--- src/logic/touch_key_map.svh ---
// Constants of the touch-key mode and output controller
`ifndef TOUCH_KEY_MAP_SVH
`define TOUCH_KEY_MAP_SVH

// ----------------------------------------------------------------------
// Option pin positions
// ----------------------------------------------------------------------
`define TK_OPT_MODE 0
`define TK_OPT_LOCK 1
`define TK_OPT_LP 2
`define TK_OPT_TO0 3
`define TK_OPT_TO1 4
`define TK_OPT_FMT 5
`define TK_OPT_ADDR_LO 1
`define TK_ADDR_BASE_HI 4'h5

// ----------------------------------------------------------------------
// Reset values
// ----------------------------------------------------------------------
`define TK_OPT_RST 6'h00
`define TK_GPIO_RST 5'h00

// ----------------------------------------------------------------------
// Timing
// ----------------------------------------------------------------------
`define TK_CLK_MHZ 25
`define TK_TICK_NS 1000000
`define TK_TICK_CYCLES (`TK_TICK_NS * `TK_CLK_MHZ / 1000)
`define TK_SLEEP_STD_MS 16'd100
`define TK_STUCK_60S_MS 16'd60000
`define TK_STUCK_20S_MS 16'd20000
`define TK_STUCK_10S_MS 16'd10000
`define TK_RST_HOLD_NS 1000
`define TK_RST_HOLD_CYC ((`TK_RST_HOLD_NS * `TK_CLK_MHZ + 999) / 1000)
`define TK_IRQ_PULSE_NS 2000
`define TK_IRQ_PULSE_CYC ((`TK_IRQ_PULSE_NS * `TK_CLK_MHZ + 999) / 1000)

`endif

--- src/logic/touch_key_pkg.sv ---
// Types of the touch-key mode and output controller
package touch_key_pkg;
    typedef enum logic [2:0] {
        SEQ_RESET, SEQ_BURST_A, SEQ_BURST_B, SEQ_SLEEP, SEQ_DEEP
    } seq_state_e;
    typedef enum logic [1:0] {
        LP_OFF, LP_STD, LP_FREE_RUN, LP_DEEP
    } lp_mode_e;
endpackage : touch_key_pkg

--- src/logic/touch_key_ctrl.sv ---
// Mode, burst sequencing and output control of the touch-key controller
// Function
// - Capture all six option pins at power-up and after every reset.
// - Drive reset pin low while the device resets itself.
// - Bursts run group A (keys 1-4) then group B (keys 5-8).
// - Skip burst B when no key of 5 to 8 is implemented.
// - Standard low power inserts a sleep window after the last burst.
// - No sleep while a detection confirmation is in progress.
// - After an interrupt report, no sleep until a host command.
// - No sleep between a host write frame and its read frame.
// - Free-run-in-detect skips sleep while any key is touched.
// - Deep sleep halts until any bus frame or a reset.
// - A frame that wakes the device is not acknowledged.
// - Mode pin high selects stand-alone, low selects slave mode.
// - Individual outputs 1-6 are active high while the key is touched; outputs 7 and 8 float then and drive low otherwise.
// - Key outputs float while the device is in reset.
// - Lockout pin low disables, high enables global locking lockout.
// - Binary-coded output always enables lockout.
// - Low-power pin high inserts a 100 ms sleep, low runs freely.
// - Timeout pins set stuck limit: infinite, 60 s, 20 s, 10 s.
// - Format pin low one output per key, high binary code.
// - Binary code is 0 released, key number 1-7, 1000 for key 8.
// - Slave mode has five outputs, reset 0, changed by set command.
// - Slave mode reports every key change on the interrupt output.
// - Interrupt pulses low on key change or recalibration.
// - Slave address is 0x28 with low three bits from options.
`include "touch_key_map.svh"

module touch_key_ctrl #(
    parameter int unsigned TICK_CYCLES = `TK_TICK_CYCLES
) (
    input wire logic mclk_i,
    input wire logic arst_n_i,
    input wire logic [5:0] option_pins_i,
    input wire logic rst_pin_i,
    output logic rst_pin_o,
    output logic rst_pin_oe_o,
    input wire logic self_reset_req_i,
    input wire logic [7:0] key_implemented_i,
    input wire logic [7:0] key_touched_i,
    input wire logic key_event_i,
    input wire logic detect_confirm_filter_i,
    input wire logic burst_done_i,
    output logic burst_start_o,
    output logic burst_group_o,
    output logic sleep_o,
    output logic deep_sleep_o,
    input wire touch_key_pkg::lp_mode_e lp_mode_i,
    input wire logic [7:0] sleep_ticks_i,
    input wire logic deep_sleep_req_i,
    input wire logic [15:0] stuck_limit_i,
    input wire logic host_cmd_i,
    input wire logic write_frame_done_i,
    input wire logic read_frame_done_i,
    input wire logic frame_seen_i,
    output logic frame_nack_o,
    input wire logic gpio_set_i,
    input wire logic [4:0] gpio_data_i,
    output logic [4:0] gpio_o,
    output logic [4:0] gpio_oe_o,
    output logic irq_o,
    output logic irq_oe_o,
    output logic [7:0] key_state_outputs_o,
    output logic [7:0] key_state_oe_o,
    output logic [7:0] stuck_recal_o,
    output logic standalone_o,
    output logic [6:0] slave_addr_o
);
    import touch_key_pkg::*;

    localparam logic [15:0] TICK_LAST = 16'(TICK_CYCLES - 1);
    localparam logic [7:0] RST_HOLD = 8'(`TK_RST_HOLD_CYC);
    localparam logic [7:0] IRQ_PULSE = 8'(`TK_IRQ_PULSE_CYC);

    // Lowest touched key as a number 1..8, zero when none
    function automatic logic [3:0] lowest_key(input logic [7:0] keys);
        lowest_key = 4'h0;
        for (int i = 7; i >= 0; i--) begin
            if (keys[i]) begin
                lowest_key = 4'(i + 1);
            end
        end
    endfunction : lowest_key

    // ------------------------------------------------------------------
    // Internal reset, option capture and tick
    // ------------------------------------------------------------------
    logic in_reset_reg, in_reset_next;
    logic [7:0] rst_cnt_reg, rst_cnt_next;
    logic [5:0] opt_reg, opt_next;
    logic [15:0] tick_cnt_reg, tick_cnt_next;
    logic tick_en;

    always_comb begin
        rst_cnt_next = rst_cnt_reg;
        if (self_reset_req_i && rst_cnt_reg == 8'h00) begin
            rst_cnt_next = RST_HOLD;
        end else if (rst_cnt_reg != 8'h00) begin
            rst_cnt_next = rst_cnt_reg - 8'h01;
        end
        in_reset_next = !rst_pin_i || rst_cnt_next != 8'h00;
        // Options are sampled as the internal reset ends
        opt_next = in_reset_reg ? option_pins_i : opt_reg;
        tick_cnt_next = (tick_cnt_reg == TICK_LAST) ? 16'h0000
                                                    : tick_cnt_reg + 16'h0001;
        tick_en = tick_cnt_reg == TICK_LAST;
    end

    always_ff @(posedge mclk_i or negedge arst_n_i) begin
        if (!arst_n_i) begin
            in_reset_reg <= 1'b1;
            rst_cnt_reg <= 8'h00;
            opt_reg <= `TK_OPT_RST;
            tick_cnt_reg <= 16'h0000;
        end else begin
            in_reset_reg <= in_reset_next;
            rst_cnt_reg <= rst_cnt_next;
            opt_reg <= opt_next;
            tick_cnt_reg <= tick_cnt_next;
        end
    end

    logic standalone, opt_lock, opt_lp, opt_fmt, lock_en;
    logic [15:0] stuck_limit;
    assign standalone = opt_reg[`TK_OPT_MODE];
    assign opt_lock = opt_reg[`TK_OPT_LOCK];
    assign opt_lp = opt_reg[`TK_OPT_LP];
    assign opt_fmt = opt_reg[`TK_OPT_FMT];
    assign lock_en = opt_fmt || opt_lock;
    assign standalone_o = standalone;
    assign slave_addr_o = {`TK_ADDR_BASE_HI,
                           opt_reg[`TK_OPT_ADDR_LO +: 3]};
    assign rst_pin_o = 1'b0;
    assign rst_pin_oe_o = rst_cnt_reg != 8'h00;

    always_comb begin
        if (!standalone) begin
            stuck_limit = stuck_limit_i;
        end else begin
            case ({opt_reg[`TK_OPT_TO0], opt_reg[`TK_OPT_TO1]})
                2'b01: stuck_limit = `TK_STUCK_60S_MS;
                2'b10: stuck_limit = `TK_STUCK_20S_MS;
                2'b11: stuck_limit = `TK_STUCK_10S_MS;
                default: stuck_limit = 16'h0000;
            endcase
        end
    end

    // ------------------------------------------------------------------
    // Stuck-key timers
    // ------------------------------------------------------------------
    logic [7:0] active_touch;
    assign active_touch = key_touched_i & key_implemented_i;

    for (genvar k = 0; k < 8; k++) begin : g_hold
        key_hold_timer u_timer (
            .mclk_i(mclk_i),
            .arst_n_i(arst_n_i),
            .clear_i(in_reset_reg),
            .tick_i(tick_en),
            .touched_i(active_touch[k]),
            .limit_i(stuck_limit),
            .expire_o(stuck_recal_o[k])
        );
    end

    // ------------------------------------------------------------------
    // Burst and sleep sequencer
    // ------------------------------------------------------------------
    seq_state_e seq_reg, seq_next;
    logic [15:0] sleep_cnt_reg, sleep_cnt_next;
    logic start_reg, start_next, group_reg, group_next;
    logic cmd_open_reg, cmd_open_next;
    logic deep_pend_reg, deep_pend_next;
    logic irq_hold_reg;
    logic group_b_used, lp_on, free_run, sleep_ok;
    logic [15:0] sleep_len;

    assign group_b_used = |key_implemented_i[7:4];
    assign free_run = !standalone && lp_mode_i == LP_FREE_RUN;
    assign lp_on = standalone ? opt_lp
                 : (lp_mode_i == LP_STD || free_run);
    assign sleep_len = standalone ? `TK_SLEEP_STD_MS : {8'h00, sleep_ticks_i};
    assign sleep_ok = lp_on && sleep_len != 16'h0000
                   && !detect_confirm_filter_i
                   && !irq_hold_reg
                   && !cmd_open_reg
                   && !(free_run && |active_touch);

    always_comb begin
        seq_next = seq_reg;
        sleep_cnt_next = sleep_cnt_reg;
        start_next = 1'b0;
        group_next = group_reg;
        cmd_open_next = cmd_open_reg;
        deep_pend_next = deep_pend_reg;
        if (read_frame_done_i) begin
            cmd_open_next = 1'b0;
        end
        if (write_frame_done_i) begin
            cmd_open_next = 1'b1;
        end
        if (deep_sleep_req_i && !standalone) begin
            deep_pend_next = 1'b1;
        end
        case (seq_reg)
            SEQ_RESET: begin
                seq_next = SEQ_BURST_A;
                start_next = 1'b1;
                group_next = 1'b0;
            end
            SEQ_BURST_A, SEQ_BURST_B: begin
                if (burst_done_i) begin
                    if (seq_reg == SEQ_BURST_A && group_b_used) begin
                        seq_next = SEQ_BURST_B;
                        start_next = 1'b1;
                        group_next = 1'b1;
                    end else if (deep_pend_reg) begin
                        seq_next = SEQ_DEEP;
                        deep_pend_next = 1'b0;
                    end else if (sleep_ok) begin
                        seq_next = SEQ_SLEEP;
                        sleep_cnt_next = sleep_len;
                    end else begin
                        seq_next = SEQ_BURST_A;
                        start_next = 1'b1;
                        group_next = 1'b0;
                    end
                end
            end
            SEQ_SLEEP: begin
                if (frame_seen_i
                    || (tick_en && sleep_cnt_reg <= 16'h0001)) begin
                    seq_next = SEQ_BURST_A;
                    start_next = 1'b1;
                    group_next = 1'b0;
                end else if (tick_en) begin
                    sleep_cnt_next = sleep_cnt_reg - 16'h0001;
                end
            end
            SEQ_DEEP: begin
                if (frame_seen_i) begin
                    seq_next = SEQ_BURST_A;
                    start_next = 1'b1;
                    group_next = 1'b0;
                end
            end
            default: seq_next = SEQ_RESET;
        endcase
        if (in_reset_reg) begin
            seq_next = SEQ_RESET;
            start_next = 1'b0;
            cmd_open_next = 1'b0;
            deep_pend_next = 1'b0;
        end
    end

    always_ff @(posedge mclk_i or negedge arst_n_i) begin
        if (!arst_n_i) begin
            seq_reg <= SEQ_RESET;
            sleep_cnt_reg <= 16'h0000;
            start_reg <= 1'b0;
            group_reg <= 1'b0;
            cmd_open_reg <= 1'b0;
            deep_pend_reg <= 1'b0;
        end else begin
            seq_reg <= seq_next;
            sleep_cnt_reg <= sleep_cnt_next;
            start_reg <= start_next;
            group_reg <= group_next;
            cmd_open_reg <= cmd_open_next;
            deep_pend_reg <= deep_pend_next;
        end
    end

    assign burst_start_o = start_reg;
    assign burst_group_o = group_reg;
    assign sleep_o = seq_reg == SEQ_SLEEP;
    assign deep_sleep_o = seq_reg == SEQ_DEEP;
    assign frame_nack_o = frame_seen_i && (sleep_o || deep_sleep_o);

    // ------------------------------------------------------------------
    // Interrupt and general-purpose outputs
    // ------------------------------------------------------------------
    logic irq_hold_next;
    logic [7:0] irq_cnt_reg, irq_cnt_next;
    logic [4:0] gpio_reg, gpio_next;
    logic irq_event;
    assign irq_event = !standalone && !in_reset_reg
                    && (key_event_i || |stuck_recal_o);

    always_comb begin
        irq_hold_next = irq_hold_reg;
        irq_cnt_next = irq_cnt_reg;
        gpio_next = gpio_reg;
        if (irq_cnt_reg != 8'h00) begin
            irq_cnt_next = irq_cnt_reg - 8'h01;
        end
        if (host_cmd_i) begin
            irq_hold_next = 1'b0;
        end
        if (irq_event) begin
            irq_cnt_next = IRQ_PULSE;
            irq_hold_next = 1'b1;
        end
        if (gpio_set_i && !standalone) begin
            gpio_next = gpio_data_i;
        end
        if (in_reset_reg) begin
            irq_hold_next = 1'b0;
            irq_cnt_next = 8'h00;
            gpio_next = `TK_GPIO_RST;
        end
    end

    always_ff @(posedge mclk_i or negedge arst_n_i) begin
        if (!arst_n_i) begin
            irq_hold_reg <= 1'b0;
            irq_cnt_reg <= 8'h00;
            gpio_reg <= `TK_GPIO_RST;
        end else begin
            irq_hold_reg <= irq_hold_next;
            irq_cnt_reg <= irq_cnt_next;
            gpio_reg <= gpio_next;
        end
    end

    assign irq_o = 1'b0;
    assign irq_oe_o = irq_cnt_reg != 8'h00;
    assign gpio_o = gpio_reg;
    assign gpio_oe_o = {5{!standalone && !in_reset_reg}};

    // ------------------------------------------------------------------
    // Lockout and stand-alone key outputs
    // ------------------------------------------------------------------
    logic [3:0] locked_reg, locked_next;
    logic [7:0] kout_reg, kout_next, koe_reg, koe_next, shown;

    always_comb begin
        if (locked_reg != 4'h0 && active_touch[3'(locked_reg - 4'h1)]) begin
            locked_next = locked_reg;
        end else begin
            locked_next = lowest_key(active_touch);
        end
        shown = (locked_next == 4'h0) ? 8'h00
              : 8'(8'h01 << (locked_next - 4'h1));
        if (!lock_en) begin
            shown = active_touch;
        end
        kout_next = 8'h00;
        koe_next = 8'h00;
        if (in_reset_reg || !standalone) begin
            koe_next = 8'h00;
        end else if (opt_fmt) begin
            kout_next = {4'h0, locked_next};
            koe_next = 8'h0f;
        end else begin
            kout_next = shown;
            koe_next = {~shown[7:6], 6'h3f};
        end
    end

    always_ff @(posedge mclk_i or negedge arst_n_i) begin
        if (!arst_n_i) begin
            locked_reg <= 4'h0;
            kout_reg <= 8'h00;
            koe_reg <= 8'h00;
        end else begin
            locked_reg <= locked_next;
            kout_reg <= kout_next;
            koe_reg <= koe_next;
        end
    end

    assign key_state_outputs_o = kout_reg;
    assign key_state_oe_o = koe_reg;
endmodule : touch_key_ctrl

--- src/logic/key_hold_timer.sv ---
// Per-key continuous-touch timer raising a recalibration pulse
module key_hold_timer (
    input wire logic mclk_i,
    input wire logic arst_n_i,
    input wire logic clear_i,
    input wire logic tick_i,
    input wire logic touched_i,
    input wire logic [15:0] limit_i,
    output logic expire_o
);
    logic [15:0] cnt_reg;
    logic [15:0] cnt_next;
    logic expire_reg;
    logic expire_next;

    always_comb begin
        cnt_next = cnt_reg;
        expire_next = 1'b0;
        if (clear_i || !touched_i || limit_i == 16'h0000) begin
            cnt_next = 16'h0000;
        end else if (tick_i) begin
            if (cnt_reg + 16'h0001 >= limit_i) begin
                cnt_next = 16'h0000;
                expire_next = 1'b1;
            end else begin
                cnt_next = cnt_reg + 16'h0001;
            end
        end
    end

    always_ff @(posedge mclk_i or negedge arst_n_i) begin
        if (!arst_n_i) begin
            cnt_reg <= 16'h0000;
            expire_reg <= 1'b0;
        end else begin
            cnt_reg <= cnt_next;
            expire_reg <= expire_next;
        end
    end

    assign expire_o = expire_reg;
endmodule : key_hold_timer

--- config.mk ---
export PLATFORM = sky130hd
export DESIGN_NAME = touch_key_ctrl
export DESIGN_NICKNAME = d
export VERILOG_FILES = /design/src/logic/touch_key_pkg.sv /design/src/logic/touch_key_ctrl.sv /design/src/logic/key_hold_timer.sv
export VERILOG_INCLUDE_DIRS = /design/src /design/src/logic
export SDC_FILE = /design/constraint.sdc
export NUM_CORES = 1
export LEC_CHECK = 0
export ABC_AREA = 1
export ABC_CLOCK_PERIOD_IN_PS = 3200
export BUFFER_PORTS_ARGS = -buffer_cell sky130_fd_sc_hd__buf_2
export CAP_MARGIN = 5
export CORE_ASPECT_RATIO = 0.9
export CORE_MARGIN = 2
export CORE_UTILIZATION = 55
export DETAILED_ROUTE_END_ITERATION = 7
export GPL_ROUTABILITY_DRIVEN = 0
export PLACE_DENSITY = 0.74
export RECOVER_POWER = 100
export SYNTH_ARGS = -nofsm -noshare
export SYNTH_HDL_FRONTEND = slang
export SYNTH_SLANG_ARGS = --single-unit
--- constraint.sdc ---
create_clock -name mclk_i -period 3.2 [get_ports mclk_i]
set_input_delay 0.32 -clock mclk_i [delete_from_list [all_inputs] [get_ports mclk_i]]
set_output_delay 0.32 -clock mclk_i [all_outputs]
set_load 0.005 [all_outputs]
==> metrics <==
worst-case vdd ir drop 0.5567 mV; Max Clock Skew 0.01349 ns; Routed WL per cell 15.74 µm; Std-Cell Core Area 28080 µm²; ys async rst share 1.000; number of buffers created by CTS 25; XOR/XNOR Fraction of Synth Area 0.06537; setup TNS 0 ns; worst-case setup slack after placement 0.05538 ns; fill cell total of the finished layout 2479; number of hold-slack violations in the final timing report 0; critical register-to-register path endpoint g_hold[5].u_timer.cnt_reg[5]$_DFFE_PN0P_; transition time of the tightest slew-check pin 2.318 ns; Post-Route WL 41.21 mm; fraction of the mapped netlist area in simple logic gates 0.2888; LEAKAGE 9.420 nW; # placed instances 2568; total die area 30120 µm²; netlist area before placement 15810 µm²; Final setup violation count 0; Synth Register Bits 220; I/O Buffers 110; post-layout util 0.6319; H-tree lvl count 1; worst hold path endpoint opt_reg[5]$_DFFE_PN0P_; maximum number of pins on one net before global-route repair 88; total number of vias 14.54k; complex-gate fraction of the synthesized area 0.09528; number of cells in the finished layout apart from fillers 2618; source-to-sink clock delay at the later pin of the worst-skew pair 0.53 ns; Peak Freq 0.3340 GHz; violations in the final reports capacitance limit, slew limit; number of flip-flops under the largest register name 128; fraction of final layout cells sized beyond drive strength 1 0.1036; multiplexer fraction of the synthesized cell area 0; number of design-rule violations left by the first detailed-router iteration 1076; worst setup path category reg2reg; height of the die 164.8 µm; max-cap violation count 1; number of sinks handled by clock tree synthesis 220; required time of the worst setup path 3.61 ns; TritonCTS clock tree built; NumNets Final 2452; relative slew slack -0.5452; smallest setup slack after layout 0.2057 ns; beginning of the worst register-to-register path g_hold[5].u_timer.cnt_reg[0]$_DFFE_PN0P_; sequential cell area fraction in the yosys report 0.3483; detailed-route DRC error count 0; data arrival time at the worst-slack endpoint 3.40 ns; dominant combinational cell family by area after synthesis simple AND/OR/NAND/NOR gates; Layout Area Growth over Synthesis 12.24%; result of the run finished with violations; Primary FF master, synth sky130_fd_sc_hd__dfrtp_1; Power, Total 8.062 mW; Reg2Reg Setup Slack 0.21 ns; Mean Syn Cell Area 7.489 µm²; synthesized instance count 2111; crit path launch type flop; number of instances on the worst hold path 3; endpoint class of the critical path flop; Ant. Diodes 0; number of enable-type register cells in the synthesized netlist 0; I/O pins 117; Max Transition Viols Final 86; total global-route track usage 0.2764; DPL Wire Length 29.76 mm; crit path max fanout 16; global-route wire length before repair 67.92 mm; std cell rows 58; Synth cell types 50; commonest cells after routing, fill and taps aside sky130_fd_sc_hd__nand2_1, sky130_fd_sc_hd__inv_1, sky130_fd_sc_hd__dfrtp_1; total number of yosys warnings 0; antenna violations before repair 0; count of nets left with antenna violations after detail routing 0; power density over the cells 454.3 nW/µm²; most frequent standard cell in the layout excluding fill and tap cells sky130_fd_sc_hd__nand2_1; initial core utilization 0.5630; Pre-antenna DRT Iters 5; number of cell instances on the worst register-to-register path 16; share of synthesized cell area in full adder, half adder and majority cells 0.1148; min-delay worst type in2reg; vias per cell 5.554; Die W 182.7 µm; final global-route overflow total 0; Tmin final 2.994 ns; library cell used as clock root buffer sky130_fd_sc_hd__clkbuf_16; number of buffers on the longest clock path 3; post-CTS clock slew at the launch and capture registers of the worst setup and hold paths 0.06 ns; start point of the worst hold path option_pins_i[5]; Final Cycle Share 0.9357; number of global-route vias before repair 13.93k
## cell usage after synthesis (3+ instances only)
library cell	count	area share
sky130_fd_sc_hd__a211oi_1	3	0.0014
sky130_fd_sc_hd__a21oi_1	98	0.031
sky130_fd_sc_hd__a31oi_1	8	0.0032
sky130_fd_sc_hd__buf_2	12	0.0038
sky130_fd_sc_hd__buf_4	32	0.015
sky130_fd_sc_hd__buf_6	4	0.0028
sky130_fd_sc_hd__clkbuf_1	14	0.0033
sky130_fd_sc_hd__dfrtp_1	219	0.35
sky130_fd_sc_hd__ha_1	145	0.11
sky130_fd_sc_hd__inv_1	250	0.059
sky130_fd_sc_hd__inv_2	5	0.0012
sky130_fd_sc_hd__nand2_1	505	0.12
sky130_fd_sc_hd__nand2_2	3	0.0012
sky130_fd_sc_hd__nand3_1	195	0.062
sky130_fd_sc_hd__nand3b_1	6	0.0028
sky130_fd_sc_hd__nand4_1	51	0.020
sky130_fd_sc_hd__nor2_1	171	0.041
sky130_fd_sc_hd__nor2_2	10	0.0040
sky130_fd_sc_hd__nor2_4	7	0.0050
sky130_fd_sc_hd__nor3_1	56	0.018
sky130_fd_sc_hd__nor3b_1	3	0.0014
sky130_fd_sc_hd__nor4_1	10	0.0040
sky130_fd_sc_hd__o211ai_1	7	0.0033
sky130_fd_sc_hd__o21ai_0	77	0.024
sky130_fd_sc_hd__o21ai_1	38	0.012
sky130_fd_sc_hd__o31ai_1	18	0.0085
sky130_fd_sc_hd__o31ai_2	9	0.0071
sky130_fd_sc_hd__or2_2	6	0.0024
sky130_fd_sc_hd__xnor2_1	18	0.010
sky130_fd_sc_hd__xor2_1	100	0.055
## timing repair
| action | in CTS | in global routing |
|---|---|---|
| buffers inserted | 0 | 1 |
| hold buffers | 5 | 0 |
| endpoints found under the setup margin | 0 | 69 |
| resized for setup | 0 | 18 |
| endpoints found under the hold margin | 86 | 0 |
## power by group
group | switching (mW) | total, mW | internal [mW]
Combinational | 1.27 | 1.92 | 0.645
Clock | 1.17 | 3.09 | 1.93
Sequential | 0.129 | 3.05 | 2.92
Total | 2.57 | 8.06 | 5.49
## how the worst max path moves through the flow
stage,start,slack [ns],depth (start not counted),endpoint
after global routing,g_hold[1].u_timer.cnt_reg[2]$_DFFE_PN0P_,-0.03,14,g_hold[1].u_timer.cnt_reg[10]$_DFFE_PN0P_
after floorplan,opt_reg[3]$_DFFE_PN0P_,0.30,15,g_hold[3].u_timer.cnt_reg[10]$_DFFE_PN0P_
after detailed placement,g_hold[1].u_timer.cnt_reg[0]$_DFFE_PN0P_,0.06,14,g_hold[1].u_timer.cnt_reg[10]$_DFFE_PN0P_
after CTS,g_hold[1].u_timer.cnt_reg[0]$_DFFE_PN0P_,0.02,14,g_hold[1].u_timer.cnt_reg[10]$_DFFE_PN0P_
after global placement,g_hold[1].u_timer.cnt_reg[0]$_DFFE_PN0P_,0.18,14,g_hold[1].u_timer.cnt_reg[10]$_DFFE_PN0P_
final,g_hold[5].u_timer.cnt_reg[0]$_DFFE_PN0P_,0.21,16,g_hold[5].u_timer.cnt_reg[5]$_DFFE_PN0P_
## critical path, stage by stage, from the launching register on
cell                       delay [ns]
sky130_fd_sc_hd__dfrtp_2         0.40
sky130_fd_sc_hd__nand3_1         0.13
sky130_fd_sc_hd__nor3b_1         0.31
sky130_fd_sc_hd__nand2_1         0.19
sky130_fd_sc_hd__nor3_2          0.24
sky130_fd_sc_hd__nand2_1         0.12
sky130_fd_sc_hd__o21ai_1         0.13
sky130_fd_sc_hd__nand2_1         0.10
sky130_fd_sc_hd__ha_1            0.31
sky130_fd_sc_hd__nand4_1         0.14
sky130_fd_sc_hd__nor2_1          0.18
sky130_fd_sc_hd__nand3_1         0.09
sky130_fd_sc_hd__nand3_1         0.09
sky130_fd_sc_hd__clkinv_1        0.08
sky130_fd_sc_hd__buf_4           0.20
sky130_fd_sc_hd__nand3_1         0.10
sky130_fd_sc_hd__nand2_1         0.07
## layer usage
metal  wire [µm]  part of all wire  track usage
met2       18920              0.46       0.4620
met4        1476             0.036      0.09751
met3        2472             0.060      0.03352
met1       18340              0.44       0.3727
met5           0                 0            0
## cells by family after synthesis
kind of cell | Yosys count
AO/OA/AOI/OAI | 267
XOR/XNOR | 118
adder cells (fa/ha/maj) | 145
buffers and inverters | 322
flip-flops | 220
other | 2
AND/OR/NAND/NOR | 1037
## metrics by stage
step           hold WS (ns)  cell area (µm²)
6_report            0.01000            17750
3_3_place_gp         0.3795            16810
5_1_grt             0.02084            17750
4_1_cts            0.001683            17730
3_5_place_dp         0.3873            16810
2_1_floorplan       0.02441            15830
## final cells by class
cell class	count	area (µm²)	area share
clock buffer	36	706.9	0.03984
clock inverter	8	165.2	0.009307
inverter	258	970.9	0.05471
multi-input combinational	1573	9004	0.5074
sequential	220	5510	0.3105
tap	360	450.4	0.02538
timing repair buffer	163	938.4	0.05288
No activity file was read; power rests on OpenSTA's default activity.
